## src/ccs_consts.svh

```systemverilog
`ifndef CCS_CONSTS_SVH
`define CCS_CONSTS_SVH

// ============================================================
// register map (byte addresses, one 32-bit word each)
`define CCS_OFS_SYSCFG      12'h000
`define CCS_OFS_STATUS      12'h004

// ============================================================
// field positions
`define CCS_SYSCFG_OWD_DIS  4
`define CCS_STAT_MODE_LO    0
`define CCS_STAT_MODE_HI    2
`define CCS_STAT_FAIL       4
`define CCS_STAT_IRQ        5
`define CCS_STAT_LOOP_EN    6

// ============================================================
// reset values
`define CCS_SYSCFG_RST      1'b0
`define CCS_MODE_RST        3'h7

// ============================================================
// strap codes and timing counts
`define CCS_CODE_PRESCALE   3'h1
`define CCS_CODE_DIRECT     3'h3
`define CCS_OWD_LIMIT       4'hF
`define CCS_CLK_SYS_MHZ     50
`define CCS_LOOP_MHZ        5
`define CCS_LOOP_DIV        (`CCS_CLK_SYS_MHZ / `CCS_LOOP_MHZ)

`endif

```

## src/ccs_pkg.sv

```systemverilog
package ccs_pkg;

   // cpu clock source; gray order along input -> loop
   typedef enum logic [0:0] {
      CCS_SRC_INPUT = 1'b0,
      CCS_SRC_LOOP  = 1'b1
   } ccs_src_t;

   // clock generation path chosen by the straps
   typedef enum logic [1:0] {
      CCS_PATH_MULT     = 2'h0,
      CCS_PATH_DIRECT   = 2'h1,
      CCS_PATH_PRESCALE = 2'h3
   } ccs_path_t;

endpackage : ccs_pkg
```

## src/ccs_clock_select.sv

```systemverilog
`timescale 1ns/1ps
`include "ccs_consts.svh"
// How it works
// RULE_01: straps latched during reset, held until reset
// RULE_02: strap code selects cpu clock factor
// RULE_03: code 001 halves the input clock
// RULE_04: code 011 drives cpu directly, loop off (the loop runs here while the watchdog is enabled)
// RULE_05: other codes run multiplier at factor
// RULE_06: multiplier resyncs every F input transitions
// RULE_07: watchdog supervises direct and prescaled modes
// RULE_08: watchdog on after reset, bit 4 disables
// RULE_09: enabled watchdog counts free-running loop cycles
// RULE_10: every input transition clears watchdog counter
// RULE_11: sixteen loop cycles without transition means failure
// RULE_12: failure switches to loop clock, sets flag
// RULE_13: fallback sticks until hardware reset
// RULE_14: watchdog disabled keeps input clock, loop off
// RULE_15: input transitions synchronised before clearing counter
// RULE_16: source switch without glitches or short pulses
module ccs_clock_select #(
   parameter int PERIOD_W = 16,
   parameter int LOOP_DIV = `CCS_LOOP_DIV
) (
   input  wire logic        clk_sys,
   input  wire logic        srst,
   input  wire logic        clock_input_pin,
   input  wire logic [2:0]  clock_mode_strap_pins,
   input  wire logic        psel,
   input  wire logic        penable,
   input  wire logic        pwrite,
   input  wire logic [11:0] paddr,
   input  wire logic [31:0] pwdata,
   output logic      [31:0] prdata,
   output logic             pready,
   output logic             pslverr,
   output logic             cpu_clk,
   output logic             loop_enable,
   output logic             cpu_on_loop,
   output logic             clock_fail_irq
);

   // ============================================================
   // pin synchronisers
   logic       xin_s1_r;
   logic       xin_s2_r;
   logic       xin_s3_r;
   logic [2:0] strap_s1_r;
   logic [2:0] strap_s2_r;

   // no reset: they must keep sampling while srst is held
   always_ff @(posedge clk_sys) begin
      xin_s1_r   <= clock_input_pin;
      xin_s2_r   <= xin_s1_r;
      xin_s3_r   <= xin_s2_r;
      strap_s1_r <= clock_mode_strap_pins;
      strap_s2_r <= strap_s1_r;
   end

   logic xin_edge;
   logic xin_rise;
   assign xin_edge = xin_s2_r ^ xin_s3_r;        // [RULE_15]
   assign xin_rise = xin_s2_r & ~xin_s3_r;

   // ============================================================
   // strap latch
   logic [2:0] mode_r;

   // follows the straps while reset is held, frozen after release
   always_ff @(posedge clk_sys) begin
      if (srst) begin
         mode_r <= strap_s2_r;                   // [RULE_01]
      end
   end

   ccs_pkg::ccs_path_t path;
   always_comb begin
      if (mode_r == `CCS_CODE_PRESCALE) begin
         path = ccs_pkg::CCS_PATH_PRESCALE;
      end else if (mode_r == `CCS_CODE_DIRECT) begin
         path = ccs_pkg::CCS_PATH_DIRECT;
      end else begin
         path = ccs_pkg::CCS_PATH_MULT;
      end
   end

   // toggles per input period (2F) and transitions between resyncs
   logic [3:0] toggles_per_period;
   logic [3:0] resync_trans;
   always_comb begin
      case (mode_r)                              // [RULE_02]
         3'h7: begin toggles_per_period = 4'h8; resync_trans = 4'h4; end
         3'h6: begin toggles_per_period = 4'h6; resync_trans = 4'h3; end
         3'h5: begin toggles_per_period = 4'h4; resync_trans = 4'h2; end
         3'h4: begin toggles_per_period = 4'hA; resync_trans = 4'h5; end
         3'h2: begin toggles_per_period = 4'h3; resync_trans = 4'h2; end
         3'h0: begin toggles_per_period = 4'h5; resync_trans = 4'h3; end
         default: begin toggles_per_period = 4'h2; resync_trans = 4'h1; end
      endcase
   end

   // ============================================================
   // register file
   logic owd_dis_r;
   logic irq_r;
   logic fail_r;
   logic wr_en;
   logic rd_setup;
   logic hit;

   assign hit      = (paddr == `CCS_OFS_SYSCFG) || (paddr == `CCS_OFS_STATUS);
   assign wr_en    = psel & penable & pwrite & hit;
   assign rd_setup = psel & ~penable & ~pwrite;
   assign pready   = 1'b1;
   assign pslverr  = psel & penable & ~hit;

   // watchdog disable bit steers the loop and supervision
   always_ff @(posedge clk_sys) begin
      if (srst) begin
         owd_dis_r <= `CCS_SYSCFG_RST;           // [RULE_08]
      end else if (wr_en && paddr == `CCS_OFS_SYSCFG) begin
         owd_dis_r <= pwdata[`CCS_SYSCFG_OWD_DIS];
      end
   end

   // read data captured in setup so it sits in a flop at access
   always_ff @(posedge clk_sys) begin
      if (srst) begin
         prdata <= 32'h0000_0000;
      end else if (rd_setup) begin
         prdata <= 32'h0000_0000;
         if (paddr == `CCS_OFS_SYSCFG) begin
            prdata[`CCS_SYSCFG_OWD_DIS] <= owd_dis_r;
         end else if (paddr == `CCS_OFS_STATUS) begin
            prdata[`CCS_STAT_MODE_HI:`CCS_STAT_MODE_LO] <= mode_r;
            prdata[`CCS_STAT_FAIL]    <= fail_r;
            prdata[`CCS_STAT_IRQ]     <= irq_r;
            prdata[`CCS_STAT_LOOP_EN] <= loop_enable;
         end
      end
   end

   // ============================================================
   // free-running loop and watchdog
   logic       supervised;
   logic       loop_tick;
   logic [7:0] loop_div_r;
   logic [3:0] owd_cnt_r;
   logic       owd_overflow;

   // direct or prescaled drive is supervised only with the watchdog on
   assign supervised = (path != ccs_pkg::CCS_PATH_MULT) & ~owd_dis_r;   // [RULE_07]
   // loop stays up once fallen back, since it then clocks the cpu
   assign loop_enable = (path == ccs_pkg::CCS_PATH_MULT) | supervised
                        | fail_r;                // [RULE_05] [RULE_14] [RULE_04]

   // divider standing in for the loop free-running frequency
   always_ff @(posedge clk_sys) begin
      if (srst || !loop_enable) begin
         loop_div_r <= 8'h00;
      end else if (loop_div_r == 8'(LOOP_DIV - 1)) begin
         loop_div_r <= 8'h00;
      end else begin
         loop_div_r <= loop_div_r + 8'h01;
      end
   end
   assign loop_tick = loop_enable && (loop_div_r == 8'(LOOP_DIV - 1));

   assign owd_overflow = supervised & ~fail_r & loop_tick & ~xin_edge
                         & (owd_cnt_r == `CCS_OWD_LIMIT);    // [RULE_11]

   // counter clear wins over an increment in the same cycle
   always_ff @(posedge clk_sys) begin
      if (srst || !supervised) begin
         owd_cnt_r <= 4'h0;
      end else if (xin_edge) begin
         owd_cnt_r <= 4'h0;                      // [RULE_10]
      end else if (loop_tick && owd_cnt_r != `CCS_OWD_LIMIT) begin
         owd_cnt_r <= owd_cnt_r + 4'h1;          // [RULE_09]
      end
   end

   // failure is sticky; only reset brings the input back
   always_ff @(posedge clk_sys) begin
      if (srst) begin
         fail_r <= 1'b0;
      end else if (owd_overflow) begin
         fail_r <= 1'b1;                         // [RULE_13]
      end
   end

   // flag: set wins over a write-one clear
   always_ff @(posedge clk_sys) begin
      if (srst) begin
         irq_r <= 1'b0;
      end else if (owd_overflow) begin
         irq_r <= 1'b1;                          // [RULE_12]
      end else if (wr_en && paddr == `CCS_OFS_STATUS && pwdata[`CCS_STAT_IRQ]) begin
         irq_r <= 1'b0;
      end
   end
   assign clock_fail_irq = irq_r;

   // ============================================================
   // multiplier: period measure and phase accumulator
   logic [PERIOD_W-1:0] per_cnt_r;
   logic [PERIOD_W-1:0] per_meas_r;
   logic [PERIOD_W-1:0] per_used_r;
   logic [PERIOD_W-1:0] acc_r;
   logic [PERIOD_W:0]   acc_sum;
   logic [3:0]          trans_cnt_r;
   logic                mult_toggle;
   logic                resync;

   // new period adopted on every F'th input transition
   assign resync = xin_edge && (trans_cnt_r + 4'h1 >= resync_trans);

   // input period in clk_sys cycles, saturating on a stopped input
   always_ff @(posedge clk_sys) begin
      if (srst) begin
         per_cnt_r  <= '1;                       // first rise wraps to 0: no period yet
         per_meas_r <= '0;
      end else if (xin_rise) begin
         per_meas_r <= per_cnt_r + PERIOD_W'(1);
         per_cnt_r  <= '0;
      end else if (per_cnt_r != '1) begin
         per_cnt_r  <= per_cnt_r + PERIOD_W'(1);
      end
   end

   // new period adopted only every F transitions, keeping steps gentle
   always_ff @(posedge clk_sys) begin
      if (srst) begin
         trans_cnt_r <= 4'h0;
         per_used_r  <= '0;
      end else if (xin_edge) begin
         if (resync) begin
            trans_cnt_r <= 4'h0;
            per_used_r  <= per_meas_r;           // [RULE_06]
         end else begin
            trans_cnt_r <= trans_cnt_r + 4'h1;
         end
      end
   end

   // adds 2F per cycle; one toggle each time a period's worth builds up
   assign acc_sum     = {1'b0, acc_r} + {{(PERIOD_W-3){1'b0}}, toggles_per_period};
   assign mult_toggle = (per_used_r != '0) && (acc_sum >= {1'b0, per_used_r});

   always_ff @(posedge clk_sys) begin
      if (srst || path != ccs_pkg::CCS_PATH_MULT || per_used_r == '0) begin
         acc_r <= '0;                            // nothing builds up before a period is known
      end else if (resync && acc_sum >= {1'b0, per_meas_r}) begin
         acc_r <= '0;                            // [RULE_16] shorter period: restart, no burst
      end else if (mult_toggle) begin
         acc_r <= PERIOD_W'(acc_sum - {1'b0, per_used_r});   // [RULE_05]
      end else begin
         acc_r <= acc_sum[PERIOD_W-1:0];
      end
   end

   // ============================================================
   // source select and cpu clock
   ccs_pkg::ccs_src_t src_r;
   logic              cpu_clk_r;
   logic              cpu_clk_nxt;
   logic              loop_clk_r;

   // loop clock itself: toggles each loop tick
   always_ff @(posedge clk_sys) begin
      if (srst) begin
         loop_clk_r <= 1'b0;
      end else if (loop_tick) begin
         loop_clk_r <= ~loop_clk_r;
      end
   end

   // switch only while the cpu clock is low, so no high phase is cut
   always_ff @(posedge clk_sys) begin
      if (srst) begin
         src_r <= ccs_pkg::CCS_SRC_INPUT;
      end else begin
         case (src_r)
            ccs_pkg::CCS_SRC_INPUT: begin
               if (fail_r && !cpu_clk_r) begin
                  src_r <= ccs_pkg::CCS_SRC_LOOP;     // [RULE_16] [RULE_12]
               end
            end
            ccs_pkg::CCS_SRC_LOOP: begin
               src_r <= ccs_pkg::CCS_SRC_LOOP;        // [RULE_13]
            end
            default: begin
               src_r <= ccs_pkg::CCS_SRC_INPUT;
            end
         endcase
      end
   end

   always_comb begin
      cpu_clk_nxt = cpu_clk_r;
      if (src_r == ccs_pkg::CCS_SRC_LOOP) begin
         // holds until the next loop tick, then follows the loop clock, no runt pulse
         if (loop_tick) begin
            cpu_clk_nxt = ~loop_clk_r;
         end
      end else if (fail_r) begin
         cpu_clk_nxt = 1'b0;                     // [RULE_16]
      end else begin
         case (path)
            ccs_pkg::CCS_PATH_DIRECT: begin
               cpu_clk_nxt = xin_s2_r;           // [RULE_04]
            end
            ccs_pkg::CCS_PATH_PRESCALE: begin
               if (xin_rise) begin
                  cpu_clk_nxt = ~cpu_clk_r;      // [RULE_03]
               end
            end
            default: begin
               if (mult_toggle) begin
                  cpu_clk_nxt = ~cpu_clk_r;      // [RULE_05]
               end
            end
         endcase
      end
   end

   always_ff @(posedge clk_sys) begin
      if (srst) begin
         cpu_clk_r <= 1'b0;
      end else begin
         cpu_clk_r <= cpu_clk_nxt;
      end
   end

   assign cpu_clk     = cpu_clk_r;
   assign cpu_on_loop = (src_r == ccs_pkg::CCS_SRC_LOOP);

endmodule : ccs_clock_select

```

## config.mk

```make
export PLATFORM = sky130hd
export DESIGN_NAME = ccs_clock_select
export DESIGN_NICKNAME = d
export VERILOG_FILES = /design/src/ccs_pkg.sv /design/src/ccs_clock_select.sv
export VERILOG_INCLUDE_DIRS = /design/src
export SDC_FILE = /design/constraint.sdc
export NUM_CORES = 1
export LEC_CHECK = 0
export ABC_AREA = 1
export BUFFER_PORTS_ARGS = -buffer_cell sky130_fd_sc_hd__buf_2
export CAP_MARGIN = 20
export CORE_UTILIZATION = 55
export CTS_BUF_LIST = sky130_fd_sc_hd__clkbuf_8
export CTS_CLUSTER_SIZE = 40
export DETAILED_ROUTE_END_ITERATION = 10
export HOLD_SLACK_MARGIN = 0.08
export PLACE_DENSITY = 0.77
export SYNTH_ARGS = -nofsm -noshare
export SYNTH_HDL_FRONTEND = slang
export SYNTH_SLANG_ARGS = --single-unit
```

## constraint.sdc

```tcl
create_clock -name clk_sys -period 11.2 [get_ports clk_sys]
set_clock_uncertainty 0.15 [all_clocks]
set_input_delay 1.68 -clock clk_sys [delete_from_list [all_inputs] [get_ports clk_sys]]
set_output_delay 1.68 -clock clk_sys [all_outputs]
set_load 0.03 [all_outputs]
```

==> metrics.cfg <==
[run_status]
status = finished clean

[yosys]
synth_ff_type = dfxtp_1
synth_edf_count = 3
async_flop_share = 0
yosys_warnings = 0
syn-cell-area_sq_mm = 0.00616
ys_seq_area_frac = 0.343
synth.distinct_cells = 45
synth_seq_cells = 104
syn_avg_cell_area_sq_um = 7.29
synthCells = 845

[global_route]
grt_overflow = 0
grt_pass1_vias = 4404
grt.total_usage = 0.211
antenna_found_initial = 0
grt_pass1_wl_um = 19200
grt_max_degree = 42

[run]
cap_violations = 0

[layout]
final_nets = 970
n_antenna_cell = 0
layout_common_cells = nand2_1, inv_1, dfxtp_1
final_area_sq_mm = 0.00647
final_common_cell = nand2_1
area_growth_pct = 5.14
fill_cells = 1050
fin_cells = 1015
drive_gt1_frac = 0.0903

[clock_tree]
cts_tree = yes
h-tree-depth = 3
cts_resized = 0
cts_buffers = 9
root_buffer = clkbuf_8
cts_hold_buf = 0
cts_setup_buffers = 0
path_clk_slew_ns = 0.10
clock-sinks = 104
insertion_delay_ns = 0.38
clk_path_buf_depth = 2

[floorplanning]
io_pins = 91
start_util = 0.565
coreArea_sq_mm = 0.0109
die_y_um = 108
die_w_um = 108
die_area_sq_mm = 0.0116
rows = 38

[power]
ir_worst_vdd_uv = 87.6
p_leak_nw = 3.20
powerDensity_mw_per_mm2 = 203

[drt]
drt-vias-per-instance = 4.99
drc = 0
routed_wl_um = 11800
avgRoutedWirePerCell_um = 11.6
vias = 5067
drtAntennaViolNets = 0
drt_pass1_iterations = 5
drt_iter0_drc = 258

[timing]
finalCritPeriodShare = 0.422
holdWs_ns = 0.186
fin_crit_ns = 4.73
setup_viol_count_final = 0
fmax_mhz = 212
hold_viol = 0
finalSetupTns_ns = 0
drv_slew = 0
slew_headroom = 0.300
grt_setup_unrepaired = false
max_slew.worst_pin.slew_ns = 1.05

[place]
placed_area_sq_mm = 0.00630
port_buffers = 33
gp_congestion = 0.952
dp_cells = 999
dp_hpwl_um = 9200

[min_path]
hold_path_depth = 0
hp-start = xin_s1_r
hold_class = flop to flop
min_to = xin_s2_r

[worst_setup_path]
end_kind = flop
cp_max_fo = 26
cp.required_ns = 11.32
rr_startpoint = mode_r[1]
reg2reg_depth = 26
reg2reg_slack_ns = 6.47
crit_path_start_kind = flop
timing.rr.end = acc_r[2]
arrival_ns = 4.85
worstSetupPathType = flop to flop

[synth_stat cells, types with 2 or more instances]
| cell type | n | area, sq um |
|---|---|---|
| o21ai_1 | 4 | 20.0 |
| nand3b_1 | 4 | 30.0 |
| and2_1 | 2 | 12.5 |
| inv_1 | 130 | 488 |
| ha_1 | 45 | 563 |
| or2_2 | 3 | 18.8 |
| o211ai_1 | 3 | 22.5 |
| nand2_1 | 145 | 544 |
| o21ai_0 | 58 | 290 |
| nor4_1 | 9 | 56.3 |
| xor2_1 | 27 | 236 |
| conb_1 | 2 | 7.51 |
| nand2_4 | 2 | 22.5 |
| a21oi_1 | 77 | 385 |
| dfxtp_1 | 101 | 2020 |
| nor2_1 | 60 | 225 |
| nand3_1 | 39 | 195 |
| clkbuf_1 | 12 | 45.0 |
| fa_1 | 2 | 40.0 |
| a31oi_1 | 4 | 25.0 |
| a211oi_1 | 3 | 22.5 |
| buf_6 | 2 | 22.5 |
| nor3_1 | 12 | 60.1 |
| and3_1 | 2 | 12.5 |
| o21ai_2 | 2 | 17.5 |
| buf_1 | 2 | 7.51 |
| nand2_2 | 8 | 50.1 |
| nor2_4 | 3 | 33.8 |
| xnor2_1 | 12 | 105 |
| buf_4 | 27 | 203 |
| nor2_2 | 6 | 37.5 |
| nand4_1 | 17 | 106 |
| edfxtp_1 | 3 | 90.1 |
| nor3b_1 | 2 | 15.0 |
| inv_2 | 4 | 15.0 |
| a21o_1 | 2 | 15.0 |
[where the power goes]
| group | internal [mW] | leakage [nW] | total, mW | switching [mW] |
|---|---|---|---|---|
| Clock | 0.0829 | 0.0885 | 0.217 | 0.134 |
| Sequential | 0.417 | 0.861 | 0.446 | 0.0291 |
| Combinational | 0.234 | 2.25 | 0.649 | 0.415 |
| Total | 0.734 | 3.20 | 1.31 | 0.578 |
[sequential cells by signal, indices dropped and copies added, names as in the netlist]
signal / flops
acc_r: 16
clock_fail_irq: 1
cpu_clk: 1
cpu_on_loop: 1
fail_r: 1
loop_clk_r: 1
loop_div_r: 8
mode_r: 3
owd_cnt_r: 4
owd_dis_r: 1
per_cnt_r: 16
per_meas_r: 16
per_used_r: 16
prdata: 6
strap_s1_r: 3
strap_s2_r: 3
trans_cnt_r: 4
xin_s1_r: 1
xin_s2_r: 1
xin_s3_r: 1
[worst max-delay path by stage]
stage	start	end	slack, ns	depth (start not counted)
after CTS	mode_r[0]	acc_r[11]	6.49	26
after detailed placement	mode_r[1]	acc_r[11]	6.62	26
after global placement	mode_r[1]	acc_r[2]	6.77	26
final	mode_r[1]	acc_r[2]	6.47	26
after floorplan	paddr[5]	pslverr	7.00	4
after global routing	mode_r[1]	acc_r[10]	6.07	26
[worst max-delay path, cell delays in order, from the launching register on]
cell and delay, ns:
edfxtp_1 0.54, inv_1 0.09, nor2_1 0.06, a211oi_1 0.35, a21oi_1 0.09, ha_1 0.36
a21oi_1 0.23, nand2_1 0.10, a21oi_1 0.30, nor2_1 0.12, or2_2 0.28, nand2_1 0.09
inv_1 0.08, ha_1 0.39, nand2_1 0.12, nor2_2 0.14, nand2_1 0.08, o21ai_1 0.17
nand2_1 0.09, nand3_1 0.10, nor2_2 0.05, nand2_2 0.08, nand2_4 0.16, inv_2 0.17
nand2_1 0.07, o21ai_0 0.07, nor2_1 0.06
[logic make-up after synthesis]
group                    Yosys count  share of synthesized area
AND/OR/NAND/NOR                  318                      0.239
buffers and inverters            179                      0.130
AO/OA/AOI/OAI                    156                      0.133
flip-flops                       104                      0.343
adder cells (fa/ha/maj)           47                     0.0980
XOR/XNOR                          39                     0.0555
other                              2                    0.00122
[per-stage QoR]
step	util	setup slack [ns]	power, mW
floorplan	-	7.00	1.01
global placement	0.578	6.77	1.08
detailed placement	0.578	6.62	1.09
CTS	0.594	6.49	1.31
global route	0.594	6.07	1.43
finish	0.594	6.47	1.31
[layer usage]
metal / wire (um) / vias to the layer above / share of wire / global-route usage
met3: 296 / 24 / 0.025 / 0.0442
met5: 0 / - / 0 / 0
met1: 6030 / 2236 / 0.51 / 0.278
met2: 5180 / 74 / 0.44 / 0.332
li1: - / 2733 / - / -
met4: 316 / 0 / 0.027 / 0.0871
[layout make-up]
type                    instances  area [sq um]  share of cell area
clock buffers                   9           124              0.0191
multi-input cells             587          3340               0.516
repair buffers                 33           165              0.0255
flip-flops and latches        104          2110               0.326
well taps                     140           175              0.0271
clock inverters                 7          51.3             0.00793
inverters                     135           507              0.0783
No activity file was read; power rests on OpenSTA's default activity.
